==> config.mk <==
export PLATFORM = sky130hd
export DESIGN_NAME = psw_status
export DESIGN_NICKNAME = d
export VERILOG_FILES = /design/src/psw_pkg.sv /design/src/psw_status.sv
export SDC_FILE = /design/constraint.sdc
export NUM_CORES = 1
export LEC_CHECK = 0
export BUFFER_PORTS_ARGS = -buffer_cell sky130_fd_sc_hd__clkbuf_2
export CORE_MARGIN = 2
export CORE_UTILIZATION = 36
export DETAILED_ROUTE_END_ITERATION = 10
export PLACE_DENSITY = 0.84
export SETUP_SLACK_MARGIN = 0.2
export SYNTH_ARGS = -nofsm -noshare
export SYNTH_HDL_FRONTEND = slang
export SYNTH_SLANG_ARGS = --single-unit
export TNS_END_PERCENT = 100
==> constraint.sdc <==
create_clock -name clk -period 1.55 [get_ports clk]
set_clock_uncertainty 0.2 [all_clocks]
set_input_delay 0.31 -clock clk [delete_from_list [all_inputs] [get_ports clk]]
set_output_delay 0.31 -clock clk [all_outputs]
set_load 0.03 [all_outputs]
==> src/psw_pkg.sv <==
// Purpose: Constants for the processor status word block
// Assumes: One core clock, synchronous active-high reset
// Notes: Store image layout and page constants live here
// Functional notes
// - Five status bits, each separately changeable
// - Status load updates all bits but mask
// - Mask set/cleared by instructions, set by reset
// - Interrupt entry sets the mask first
// - Mask blocks maskable interrupts, never reset
// - Pointer bit picks aux register zero or one
// - Pointer changes on indirect, pointer, status loads
// - Wrap flag sticky until reset, branch, load
// - Clamp mode saturates overflowed accumulator results
// - Clamp bit set, cleared, or loaded
// - Status store leaves live bits untouched
// - Direct status store always targets page one
// - Indirect status store uses selected aux register
// - Store image bit positions fixed
// - Reserved image positions read as one, except bit 1 which reads as zero
// - Reset leaves pointer, page, clamp bits alone
package psw_pkg;
   localparam int          WRAP_POS  = 15;
   localparam int          CLAMP_POS = 14;
   localparam int          MASK_POS  = 13;
   localparam int          AUXP_POS  = 8;
   localparam int          PAGE_POS  = 0;
   localparam int          ZERO_POS  = 1;
   localparam logic [15:0] IMG_FILL  = 16'h1EFC;
   localparam logic        STORE_PAGE = 1'b1;
   localparam logic [15:0] ACC_MAX   = 16'h7FFF;
   localparam logic [15:0] ACC_MIN   = 16'h8000;
endpackage : psw_pkg

==> src/psw_status.sv <==
// Purpose: Processor status word with load, store and address forming
// Assumes: Decoder gives one-cycle instruction strobes; all on clk
// Notes: Accumulator result is saturated here for the core
`timescale 1ns/1ps
module psw_status
   import psw_pkg::*;
(
   input  wire logic        clk,
   input  wire logic        rst,
   input  wire logic        load_status_instr,
   input  wire logic        store_status_instr,
   input  wire logic        indirect_mode,
   input  wire logic        ptr_change_req,
   input  wire logic        new_ptr,
   input  wire logic        load_aux_ptr_instr,
   input  wire logic        modify_aux_reg_instr,
   input  wire logic        load_page_instr,
   input  wire logic        load_page_imm_instr,
   input  wire logic        irq_mask_instr,
   input  wire logic        irq_unmask_instr,
   input  wire logic        set_clamp_instr,
   input  wire logic        clear_clamp_instr,
   input  wire logic        branch_on_wrap_instr,
   input  wire logic        irq_service,
   input  wire logic        irq_request,
   input  wire logic        acc_overflow,
   input  wire logic        acc_neg_overflow,
   input  wire logic [15:0] acc_result,
   input  wire logic [15:0] mem_rdata,
   input  wire logic [6:0]  instr_offset,
   input  wire logic [7:0]  aux_reg_zero,
   input  wire logic [7:0]  aux_reg_one,
   output logic [7:0]       data_addr,
   output logic             mem_we,
   output logic [15:0]      mem_wdata,
   output logic [15:0]      acc_out,
   output logic             irq_take,
   output logic             wrap_out,
   output logic             mask_out,
   output logic             clamp_out,
   output logic             auxp_out,
   output logic             page_out
);
   logic        wrap_r, wrap_nxt;
   logic        mask_r, mask_nxt;
   logic        clamp_r, clamp_nxt;
   logic        auxp_r, auxp_nxt;
   logic        page_r, page_nxt;
   logic [7:0]  addr_r, addr_nxt;
   logic        we_r, we_nxt;
   logic [15:0] wdata_r, wdata_nxt;
   logic [15:0] acc_r, acc_nxt;
   logic        take_r, take_nxt;

   function automatic logic [15:0] status_image(input logic w, input logic c,
                                               input logic m, input logic a,
                                               input logic p);
      logic [15:0] img;
      img = IMG_FILL;
      img[WRAP_POS]  = w;
      img[CLAMP_POS] = c;
      img[MASK_POS]  = m;
      img[AUXP_POS]  = a;
      img[ZERO_POS]  = 1'b0;
      img[PAGE_POS]  = p;
      return img;
   endfunction : status_image

   always_comb begin
      wrap_nxt  = wrap_r;
      mask_nxt  = mask_r;
      clamp_nxt = clamp_r;
      auxp_nxt  = auxp_r;
      page_nxt  = page_r;
      if (load_status_instr) begin
         wrap_nxt  = mem_rdata[WRAP_POS];
         clamp_nxt = mem_rdata[CLAMP_POS];
         auxp_nxt  = mem_rdata[AUXP_POS];
         page_nxt  = mem_rdata[PAGE_POS];
      end
      if (branch_on_wrap_instr)
         wrap_nxt = 1'b0;
      // Overflow in the same cycle as a clear still sticks
      if (acc_overflow)
         wrap_nxt = 1'b1;
      if (irq_unmask_instr)
         mask_nxt = 1'b0;
      if (irq_mask_instr || irq_service)
         mask_nxt = 1'b1;
      if (set_clamp_instr)
         clamp_nxt = 1'b1;
      if (clear_clamp_instr)
         clamp_nxt = 1'b0;
      if (load_aux_ptr_instr || modify_aux_reg_instr || (indirect_mode && ptr_change_req))
         auxp_nxt = new_ptr;
      if (load_page_instr || load_page_imm_instr)
         page_nxt = mem_rdata[PAGE_POS];
      if (rst) begin
         wrap_nxt = 1'b0;
         mask_nxt = 1'b1;
         // Pointer, page and clamp untouched by reset
         auxp_nxt  = auxp_r;
         page_nxt  = page_r;
         clamp_nxt = clamp_r;
      end
   end

   always_comb begin
      addr_nxt  = {page_r, instr_offset};
      if (indirect_mode)
         addr_nxt = auxp_r ? aux_reg_one : aux_reg_zero;
      else if (store_status_instr)
         addr_nxt = {STORE_PAGE, instr_offset};
      we_nxt    = store_status_instr && !rst;
      wdata_nxt = status_image(wrap_r, clamp_r, mask_r, auxp_r, page_r);
      acc_nxt   = acc_result;
      if (acc_overflow && clamp_r)
         acc_nxt = acc_neg_overflow ? ACC_MIN : ACC_MAX;
      take_nxt  = irq_request && !mask_r && !rst;
   end

   // Status bits have no reset branch; rst clears wrap and sets mask through the next-state logic
   always_ff @(posedge clk) begin
      wrap_r  <= wrap_nxt;
      mask_r  <= mask_nxt;
      clamp_r <= clamp_nxt;
      auxp_r  <= auxp_nxt;
      page_r  <= page_nxt;
   end

   always_ff @(posedge clk) begin
      if (rst) begin
         addr_r  <= 8'h00;
         we_r    <= 1'b0;
         wdata_r <= 16'h0000;
         acc_r   <= 16'h0000;
         take_r  <= 1'b0;
      end else begin
         addr_r  <= addr_nxt;
         we_r    <= we_nxt;
         wdata_r <= wdata_nxt;
         acc_r   <= acc_nxt;
         take_r  <= take_nxt;
      end
   end

   assign data_addr = addr_r;
   assign mem_we    = we_r;
   assign mem_wdata = wdata_r;
   assign acc_out   = acc_r;
   assign irq_take  = take_r;
   assign wrap_out  = wrap_r;
   assign mask_out  = mask_r;
   assign clamp_out = clamp_r;
   assign auxp_out  = auxp_r;
   assign page_out  = page_r;

   a_mask_after_reset: assert property (@(posedge clk) rst |=> mask_out && !wrap_out)
      else $error("reset did not set mask or clear wrap");
   a_wrap_sticky: assert property (@(posedge clk) disable iff (rst)
      wrap_out && !load_status_instr && !branch_on_wrap_instr |=> wrap_out)
      else $error("wrap flag dropped");
   a_wrap_set: assert property (@(posedge clk) disable iff (rst) acc_overflow |=> wrap_out)
      else $error("overflow not flagged");
   a_load_keeps_mask: assert property (@(posedge clk) disable iff (rst)
      load_status_instr && !irq_mask_instr && !irq_unmask_instr && !irq_service
      |=> mask_out == $past(mask_out))
      else $error("status load changed mask");
   a_service_masks: assert property (@(posedge clk) disable iff (rst) irq_service |=> mask_out)
      else $error("interrupt entry left mask clear");
   a_mask_blocks: assert property (@(posedge clk) disable iff (rst)
      mask_out |=> !irq_take)
      else $error("masked interrupt taken");
   a_store_image: assert property (@(posedge clk) disable iff (rst)
      store_status_instr |=> mem_we && mem_wdata[12:9] == 4'hF && !mem_wdata[1]
      && mem_wdata[15] == $past(wrap_out) && mem_wdata[8] == $past(auxp_out))
      else $error("bad status image");
   a_store_page: assert property (@(posedge clk) disable iff (rst)
      store_status_instr && !indirect_mode |=> data_addr == {1'b1, $past(instr_offset)})
      else $error("direct store not on page one");
   a_store_keeps: assert property (@(posedge clk) disable iff (rst)
      store_status_instr && !load_status_instr && !load_page_instr && !load_page_imm_instr
      |=> page_out == $past(page_out))
      else $error("store altered page bit");
   a_clamp_sat: assert property (@(posedge clk) disable iff (rst)
      acc_overflow && clamp_out && !acc_neg_overflow |=> acc_out == 16'h7FFF)
      else $error("no positive saturation");
endmodule : psw_status

==> summary.txt, run 1 <==
Layout
  – P&R area growth vs syn: 56.8%
  – Share of layout cells above drive strength 1: 0.580
  – Nets: 317
  – Ant. Diodes: 0

Yosys
  – Syn avg cell area: roughly 11 um2
  – Post-synth EDFFs: 3
  – Top-count cell post-synth: dfxtp_1
  – Yosys top cell area share: 0.471
  – Top cell type by total area after synthesis: dfxtp_1
  – Synth Instances: around 130
  – Synth unique cells: 25
  – Syn Std Cell Area: 0.00144 mm2
  – Ys Warns: 0
  – Async SR Flop Fraction: 0
  – Synth Flop Type: dfxtp_1
  – Post-synthesis sequential area ratio: 0.534
  – Most common library cells after synthesis: 34 x dfxtp_1, 13 x nor2_1, 10 x buf_4
  – Syn_nets: 208
  – Synth Register Bits: 37
  – Dominant cells by area after synthesis: dfxtp_1 47%, edfxtp_1 6.2%, a21bo_2 5.5%

Route
  – Routed WL: 3500 um
  – Detailed Routing Iterations Pass 1: 4
  – DR vias/cell: 4.49
  – DRC errors left: 0
  – DR WL/cell: 11.9 um
  – First DRT Iteration DRCs: 35
  – Vias: about 1,300
  – Detail Route Antenna Nets: 0

Critical path
  – Worst setup path category: reg2out
  – Worst Setup SP: clamp_out
  – Crit path buffers/inverters: 1
  – Crit path cell chain: clkbuf_8
  – Worst Path Required: 1.04 ns
  – CP endpoint kind: primary output
  – Critical path's largest stage delay: 0.45 ns
  – Worst path slowest cell: edfxtp_1
  – Crit path max fanout: 2
  – Reg-to-reg startpoint: clamp_out
  – Startpoint types: flip-flop
  – Crit-path leading delay family: flip-flops
  – Critical Path AT: approximately 0.92 ns

Floorplan
  – Die Area: 0.00453 mm2
  – Initial core utilization: 0.366
  – Die Width: 67.3 um
  – # rows: 23
  – Chip height: 67.3 um
  – # IOs: around 120
  – Core Region: just under 0.004 mm2

Place
  – Final HPWL DP: 2620 um
  – IO buf count: around 110
  – DP Worst Slack: roughly 0.066 ns
  – Final estimated routing congestion in global placement: approximately 0.67

Timing
  – Fin crit period: 1.43 ns
  – Final period util: 0.921
  – Fmax: 0.701 GHz
  – Pins Over Slew Limit: 0
  – WHS: 0.0219 ns
  – Final hold vios: 0
  – Unrepaired setup endpoints after global routing: yes
  – TNS Setup: 0 ns
  – Post-route setup slack: 0.123 ns
  – Final setup viols: 0

Global route
  – Layer carrying the most global-route usage: met2
  – Routing usage on met2: 0.272
  – Overflow after GRT: 0
  – First-pass GRT wire length: 5110 um
  – Global Route Usage Sum: 0.154
  – Largest net degree at the start of global routing: 17
  – Met1 usage: 0.168
  – Vias in the first global route: about 1,200
  – Initial antenna violation count: 0
  – M3 GR Usage: 0.0500

Power and ir drop
  – Power Dens Cells: 1040 mW/mm2
  – Maximum VDD drop: 0.000510 V
  – Leak: 1.15 nW
  – Power Total: about 2.3 mW

Job
  – Max-cap viol count: 0

Clock tree
  – TritonCTS Buffers: 5
  – Worst skew pair latency: 0.28 ns
  – H-tree depth: 2
  – CTS Buffer Depth: 2
  – Reg clk slew, reported paths: ~0.07 ns
  – Clock tree root driver cell: clkbuf_8
  – CTS tree: built
  – CTS sink count: 37

Worst hold path
  – Min-Delay Startpoint: irq_mask_instr
  – Worst Hold Class: in2reg

Run status
  – Status: finished, final reports clean
[through the flow]
| stage | cells | utilization | instance area, um2 |
|---|---|---|---|
| detailed placement | 278 | 0.496 | 1950 |
| global route | 293 | 0.574 | 2260 |
| floorplan | 133 | - | 1450 |
| finish | 293 | 0.574 | 2260 |
| CTS | 290 | 0.561 | 2210 |
| global placement | 278 | 0.496 | 1950 |
[power by group]
part / leakage, nW / total [mW] / switching [mW] / internal (mW)
Clock: 0.0542 / 0.713 / 0.311 / 0.401
Sequential: 0.313 / 1.06 / 0.0263 / 1.04
Combinational: 0.783 / 0.573 / 0.325 / 0.248
Total: 1.15 / 2.35 / 0.663 / 1.68
[cells in the final DEF, fill, tap and decap left out, types with 2 or more instances in the layout]
master,Yosys,final
nor3_1,4,4
a211oi_1,8,8
edfxtp_1,3,3
o21a_1,8,8
buf_4,10,11
a21oi_1,9,9
dfxtp_1,34,32
a21bo_2,8,8
clkbuf_8,0,9
inv_1,3,3
mux2i_1,8,8
dlygate4sd3_1,0,2
clkbuf_2,0,92
nor2b_1,5,5
buf_8,0,11
nor2_1,13,13
[cell families after synthesis]
logic type	share of synthesized area
AOI/OAI and AO/OA	0.202
DFF	0.534
and+or+nand+nor	0.0867
buffers and inverters	0.104
muxes	0.0711
other	0.00260
[routing by layer]
metal,vias up,share of wire
li1,665,-
met1,582,0.39
met2,62,0.51
met3,6,0.078
met4,0,0.015
met5,-,0
[area by class of cell]
class                      instances  area (um2)
clock inverter                     1        5.00
tap                               50        62.6
fill                             339        1680
multi-input combinational         74         533
inverter                           3        11.3
sequential                        37         776
clock buffer                       7        96.3
timing repair buffer             121         779
[flip-flops by register name (all words and copies together), names as in the netlist]
signal and cells:
mem_we 1, wrap_out 1, acc_out 16, auxp_out 1
irq_take 1, mem_wdata 6, mask_out 1, clamp_out 1
data_addr 8, page_out 1
[path summary, 6_finish.rpt]
| check | endpoint | slack [ns] | depth (start not counted) |
|---|---|---|---|
| setup / recovery | clamp_out | 0.12 | 1 |
| hold reg to reg | mem_wdata[13] | 0.28 | 2 |
| setup reg to reg | acc_out[10] | 0.15 | 4 |
| hold / removal | mask_out | 0.02 | 3 |
[repair_timing]
item	in CTS	in global routing
hold buffers	2	0
endpoints found under the hold margin	2	0
endpoints found under the setup margin	22	31
resized for setup	30	21
gates cloned	0	0
setup buffers	2	3
(Power assumes the default switching activity.)
==> inputs of run 2 (changes only) <==
--- a/config.mk
+++ b/config.mk
@@ -8,6 +8,7 @@
 export BUFFER_PORTS_ARGS = -buffer_cell sky130_fd_sc_hd__clkbuf_2
 export CORE_MARGIN = 2
 export CORE_UTILIZATION = 36
+export CTS_BUF_LIST = sky130_fd_sc_hd__clkbuf_4
 export DETAILED_ROUTE_END_ITERATION = 10
 export PLACE_DENSITY = 0.84
 export SETUP_SLACK_MARGIN = 0.2
==> run 2 against run 1 <==
  * Global-route usage grew 2.1 points
  * Via count grew 5.1%
  * Critical path depth is the same
  * Clock power shrank 35%
  * Flip-flop and latch count is the same
  * Cell area grew 18%
  * Critical path type unchanged
  * Critical endpoint unchanged
==> summary.txt, run 2 (same netlist as run 1, synthesis figures left out) <==
Run status
  – Status: finished, final reports clean (unchanged)

Clock tree
  – H-tree depth: 2 (unchanged)
  – Reg clk slew, reported paths: 0.10 ns (was 0.07 ns)
  – TritonCTS Buffers: 5 (unchanged)
  – Clock tree root driver cell: clkbuf_4 (was clkbuf_8)
  – Worst skew pair latency: 0.33 ns (was 0.28 ns)
  – CTS tree: built (unchanged)
  – CTS Buffer Depth: 2 (unchanged)
  – CTS sink count: 37 (unchanged)

Critical path
  – Worst Setup SP: clamp_out (unchanged)
  – Startpoint types: flip-flop (unchanged)
  – Reg-to-reg startpoint: clamp_out (unchanged)
  – Critical Path AT: 0.96 ns (was 0.92 ns)
  – Worst Path Required: 1.04 ns (about the same)
  – Crit path cell chain: clkbuf_8 (unchanged)
  – CP endpoint kind: primary output (unchanged)
  – Crit path max fanout: 2 (unchanged)
  – Worst path slowest cell: edfxtp_1 (unchanged)
  – Crit path buffers/inverters: 1 (unchanged)
  – Worst setup path category: reg2out (unchanged)
  – Critical path's largest stage delay: 0.45 ns (about the same)
  – Crit-path leading delay family: flip-flops (unchanged)

Power and ir drop
  – Power Dens Cells: 855 mW/mm2 (was 1040 mW/mm2)
  – Leak: 1.26 nW (was 1.15 nW)
  – Maximum VDD drop: 0.000496 V (was 0.000510 V)

Timing
  – Pins Over Slew Limit: 0 (unchanged)
  – Final period util: 0.949 (was 0.921)
  – TNS Setup: 0 ns (unchanged)
  – Fin crit period: 1.47 ns (was 1.43 ns)
  – Fmax: 0.680 GHz (was 0.701 GHz)
  – WHS: 0.0152 ns (was 0.0219 ns)
  – Final setup viols: 0 (unchanged)
  – Final hold vios: 0 (unchanged)
  – Unrepaired setup endpoints after global routing: yes (unchanged)

Worst hold path
  – Min-Delay Startpoint: store_status_instr (was irq_mask_instr)
  – Worst Hold Class: in2reg (unchanged)

Global route
  – Initial antenna violation count: 0 (unchanged)
  – Overflow after GRT: 0 (unchanged)
  – First-pass GRT wire length: 5730 um (was 5110 um)
  – Vias in the first global route: 1,297 (was 1,191)
  – Global Route Usage Sum: 0.175 (was 0.154)
  – Largest net degree at the start of global routing: 17 (unchanged)

Layout
  – Nets: 330 (was 317)
  – Final core occ: 0.675 (was 0.574)
  – Filler instances: 295 (was 339)
  – Share of layout cells above drive strength 1: 0.680 (was 0.580)
  – Largest register FFs: 16 (unchanged)
  – Finished layout cell area: 0.00266 mm2 (was 0.00226 mm2)
  – P&R area growth vs syn: 84.4% (was 56.8%)
  – Ant. Diodes: 0 (unchanged)
  – Commonest non-fill, non-tap cells in the layout: 62 x clkbuf_2, 31 x dfxtp_2, 31 x buf_8 (was 92 x clkbuf_2, 32 x dfxtp_1, 13 x nor2_1)
  – Fin cells: 306 (was 293)
  – Most common cell after layout, fill and taps aside: clkbuf_2 (unchanged)

Route
  – DR WL/cell: 13.6 um (was 11.9 um)
  – First DRT Iteration DRCs: 42 (was 35)
  – DRC errors left: 0 (unchanged)
  – Detail Route Antenna Nets: 0 (unchanged)
  – Detailed Routing Iterations Pass 1: 4 (unchanged)
  – DR vias/cell: 4.52 (was 4.49)
  – Vias: 1,382 (was 1,315)
  – Routed WL: 4150 um (was 3500 um)

Place
  – Final HPWL DP: 2620 um (unchanged)
  – IO buf count: 108 (unchanged)
  – Placed instance count: 278 (unchanged)
  – Area post-placement: 0.00195 mm2 (unchanged)
  – Final estimated routing congestion in global placement: 0.668 (unchanged)

Floorplan
  – Chip height: 67.3 um (unchanged)
  – # rows: 23 (unchanged)
  – Initial core utilization: 0.366 (unchanged)
  – Die Area: 0.00453 mm2 (unchanged)
  – Core Region: 0.00394 mm2 (unchanged)
  – Die Width: 67.3 um (unchanged)
  – # IOs: 122 (unchanged)

Job
  – Max-cap viol count: 0 (unchanged)
## run 2: layout make-up
cell class | instances | area, um2 | share of cell area
repair buffers | 134 | 1170 | 0.440
clock buffers | 5 | 37.5 | 0.0141
clock inverters | 3 | 12.5 | 0.00470
flip-flops and latches | 37 | 813 | 0.305
well taps | 50 | 62.6 | 0.0235
inverters | 3 | 11.3 | 0.00423
multi-input cells | 74 | 554 | 0.208
## run 2: worst paths after layout
path	endpoint	slack [ns]	cells after the start
hold reg to reg	mem_wdata[13]	0.30	2
setup / recovery	clamp_out	0.08	1
hold / removal	mem_we	0.02	2
setup reg to reg	acc_out[10]	0.10	5
## run 2: where the power goes
part,internal [mW],total [mW],switching [mW]
combinational,0.375,0.714,0.339
sequential,1.05,1.10,0.0521
clock,0.164,0.462,0.298
total,1.59,2.28,0.689
## run 2: repair_timing
item	4_1_cts	5_1_grt
hold buffers	11	4
pin swaps	0	1
resized for setup	101	62
hold endpoints to repair	9	4
buffers inserted	4	1
setup endpoints to repair	55	62
## run 2: per-layer routing
metal / global-route usage / vias to the layer above / wire, um / share of wire
li1: - / 697 / - / -
met1: 0.170 / 618 / 1470 / 0.35
met2: 0.343 / 62 / 2360 / 0.57
met3: 0.0583 / 5 / 271 / 0.065
met4: 0.0536 / 0 / 52 / 0.013
met5: 0 / - / 0 / 0
## run 2: stage by stage
stage	power [mW]	worst slack, ns
after global placement	1.58	0.103
final	2.28	0.0795
after floorplan	1.42	0.140
after global routing	2.40	0.0197
after CTS	2.22	0.0540
after detailed placement	1.59	0.0662
==> inputs of run 3 (changes only) <==
--- a/config.mk
+++ b/config.mk
@@ -6,6 +6,7 @@
 export NUM_CORES = 1
 export LEC_CHECK = 0
 export BUFFER_PORTS_ARGS = -buffer_cell sky130_fd_sc_hd__clkbuf_2
+export CORE_ASPECT_RATIO = 0.7
 export CORE_MARGIN = 2
 export CORE_UTILIZATION = 36
 export CTS_BUF_LIST = sky130_fd_sc_hd__clkbuf_4
==> run 3 against run 2 <==
  * Power down 0.12%
  * Critical path depth unchanged
  * Fmax down 0.16%
  * Wire length down 0.82%
  * Register-to-register slack better by 0.02 ns
  * Critical endpoint unchanged
  * Non-clock buffer count down 5
==> summary.txt, run 3 (same netlist as run 1, synthesis figures left out) <==
Floorplan
  – Die Width: 79.7 um (was 67.3 um)
  – # IOs: 122 (unchanged)
  – Core Region: 0.00387 mm2 (was 0.00394 mm2)
  – Initial core utilization: 0.373 (was 0.366)
  – # rows: 19 (was 23)
  – Chip height: 57.0 um (was 67.3 um)
  – Die Area: 0.00454 mm2 (was 0.00453 mm2)

Layout
  – Nets: 325 (was 330)
  – P&R area growth vs syn: 78.7% (was 84.4%)
  – Ant. Diodes: 0 (unchanged)
  – Most common cell after layout, fill and taps aside: clkbuf_2 (unchanged)
  – Share of layout cells above drive strength 1: 0.653 (was 0.680)
  – Commonest non-fill, non-tap cells in the layout: 62 x clkbuf_2, 28 x dfxtp_2, 23 x buf_8 (was 62 x clkbuf_2, 31 x dfxtp_2, 31 x buf_8)
  – Finished layout cell area: 0.00258 mm2 (was 0.00266 mm2)
  – Largest register FFs: 16 (unchanged)
  – Final core occ: 0.666 (was 0.675)

Route
  – First DRT Iteration DRCs: 13 (was 42)
  – Routed WL: 4120 um (was 4150 um)
  – DR vias/cell: 4.47 (was 4.52)
  – DRC errors left: 0 (unchanged)
  – Detailed Routing Iterations Pass 1: 4 (unchanged)
  – Detail Route Antenna Nets: 0 (unchanged)
  – Vias: 1,354 (was 1,382)
  – DR WL/cell: 13.6 um (about the same)

Power and ir drop
  – Leak: 1.23 nW (was 1.26 nW)
  – Power Dens Cells: 881 mW/mm2 (was 855 mW/mm2)
  – Maximum VDD drop: 0.000524 V (was 0.000496 V)

Place
  – Final HPWL DP: 2590 um (was 2620 um)
  – DP Worst Slack: 0.0767 ns (was 0.0662 ns)
  – Area post-placement: 0.00194 mm2 (was 0.00195 mm2)
  – IO buf count: 108 (unchanged)
  – Final estimated routing congestion in global placement: 0.665 (was 0.668)

Clock tree
  – Worst skew pair latency: 0.32 ns (was 0.33 ns)
  – CTS Buffer Depth: 2 (unchanged)
  – TritonCTS Buffers: 5 (unchanged)
  – Clock tree root driver cell: clkbuf_4 (unchanged)
  – Reg clk slew, reported paths: 0.10 ns (about the same)
  – H-tree depth: 2 (unchanged)
  – CTS tree: built (unchanged)
  – CTS sink count: 37 (unchanged)

Timing
  – Fmax: 0.679 GHz (was 0.680 GHz)
  – Fin crit period: 1.47 ns (about the same)
  – Pins Over Slew Limit: 0 (unchanged)
  – Final period util: 0.950 (was 0.949)
  – Final setup viols: 0 (unchanged)
  – WHS: 0.0286 ns (was 0.0152 ns)
  – Final hold vios: 0 (unchanged)
  – Unrepaired setup endpoints after global routing: yes (unchanged)
  – Post-route setup slack: 0.0771 ns (was 0.0795 ns)
  – TNS Setup: 0 ns (unchanged)

Critical path
  – Crit path max fanout: 2 (unchanged)
  – Worst Path Required: 1.04 ns (about the same)
  – Critical path's largest stage delay: 0.47 ns (was 0.45 ns)
  – Startpoint types: flip-flop (unchanged)
  – Worst path slowest cell: edfxtp_1 (unchanged)
  – Worst setup path category: reg2out (unchanged)
  – CP endpoint kind: primary output (unchanged)
  – Crit-path leading delay family: flip-flops (unchanged)
  – Crit path buffers/inverters: 1 (unchanged)
  – Crit path cell chain: buf_8 (was clkbuf_8)
  – Critical Path AT: 0.96 ns (about the same)

Run status
  – Status: finished, final reports clean (unchanged)

Global route
  – Initial antenna violation count: 0 (unchanged)
  – Vias in the first global route: 1,291 (was 1,297)
  – Overflow after GRT: 0 (unchanged)
  – First-pass GRT wire length: 5800 um (was 5730 um)
  – Global Route Usage Sum: 0.170 (was 0.175)
  – Largest net degree at the start of global routing: 17 (unchanged)

Job
  – Max-cap viol count: 0 (unchanged)

Worst hold path
  – Worst Hold Class: in2reg (unchanged)
run 3: cell types whose count changed in the layout (fill, tap and decap cells not counted), sizes merged:
cell	previous run	this run
clkbuf	78	74
clkinv	3	1
buf	46	48
dlygate4sd3	15	14
run 3: layout make-up:
class / instances / area, um2
inverter: 3 / 11.3
timing repair buffer: 129 / 1100
tap: 52 / 65.1
fill: 312 / 1290
sequential: 37 / 813
multi-input combinational: 74 / 534
clock buffer: 7 / 52.6
clock inverter: 1 / 3.75
run 3: power by group:
group	switching, mW	internal, mW	leakage, nW
combinational	0.329	0.350	0.879
sequential	0.0515	1.05	0.320
clock	0.288	0.210	0.0338
run 3: final timing paths:
kind / start / endpoint / slack, ns / depth (start not counted)
setup / recovery: clamp_out / clamp_out / 0.08 / 1
hold reg to reg: mask_out / mem_wdata[13] / 0.30 / 2
hold / removal: instr_offset[1] / data_addr[1] / 0.03 / 3
setup reg to reg: clamp_out / acc_out[10] / 0.12 / 4
run 3: per-stage QoR:
step	power (mW)	std cells
CTS	2.22	301
finish	2.27	303
floorplan	1.42	133
global placement	1.57	278
global route	2.41	303
detailed placement	1.58	278
run 3: repair_timing:
| item | in CTS | in global routing |
|---|---|---|
| pin swaps | 0 | 2 |
| hold buffers | 12 | 2 |
| gates resized for setup | 82 | 83 |
| cloned | 0 | 0 |
| endpoints found under the setup margin | 58 | 55 |
| hold endpoints to repair | 10 | 2 |
| setup buffers | 3 | 0 |
run 3: layer usage:
metal  vias to the layer above  global-route usage  share of wire
li1                        681                   -              -
met2                        61               0.323           0.55
met1                       607               0.180           0.37
met5                         -                   0              0
met3                         5              0.0538          0.068
met4                         0              0.0517          0.010
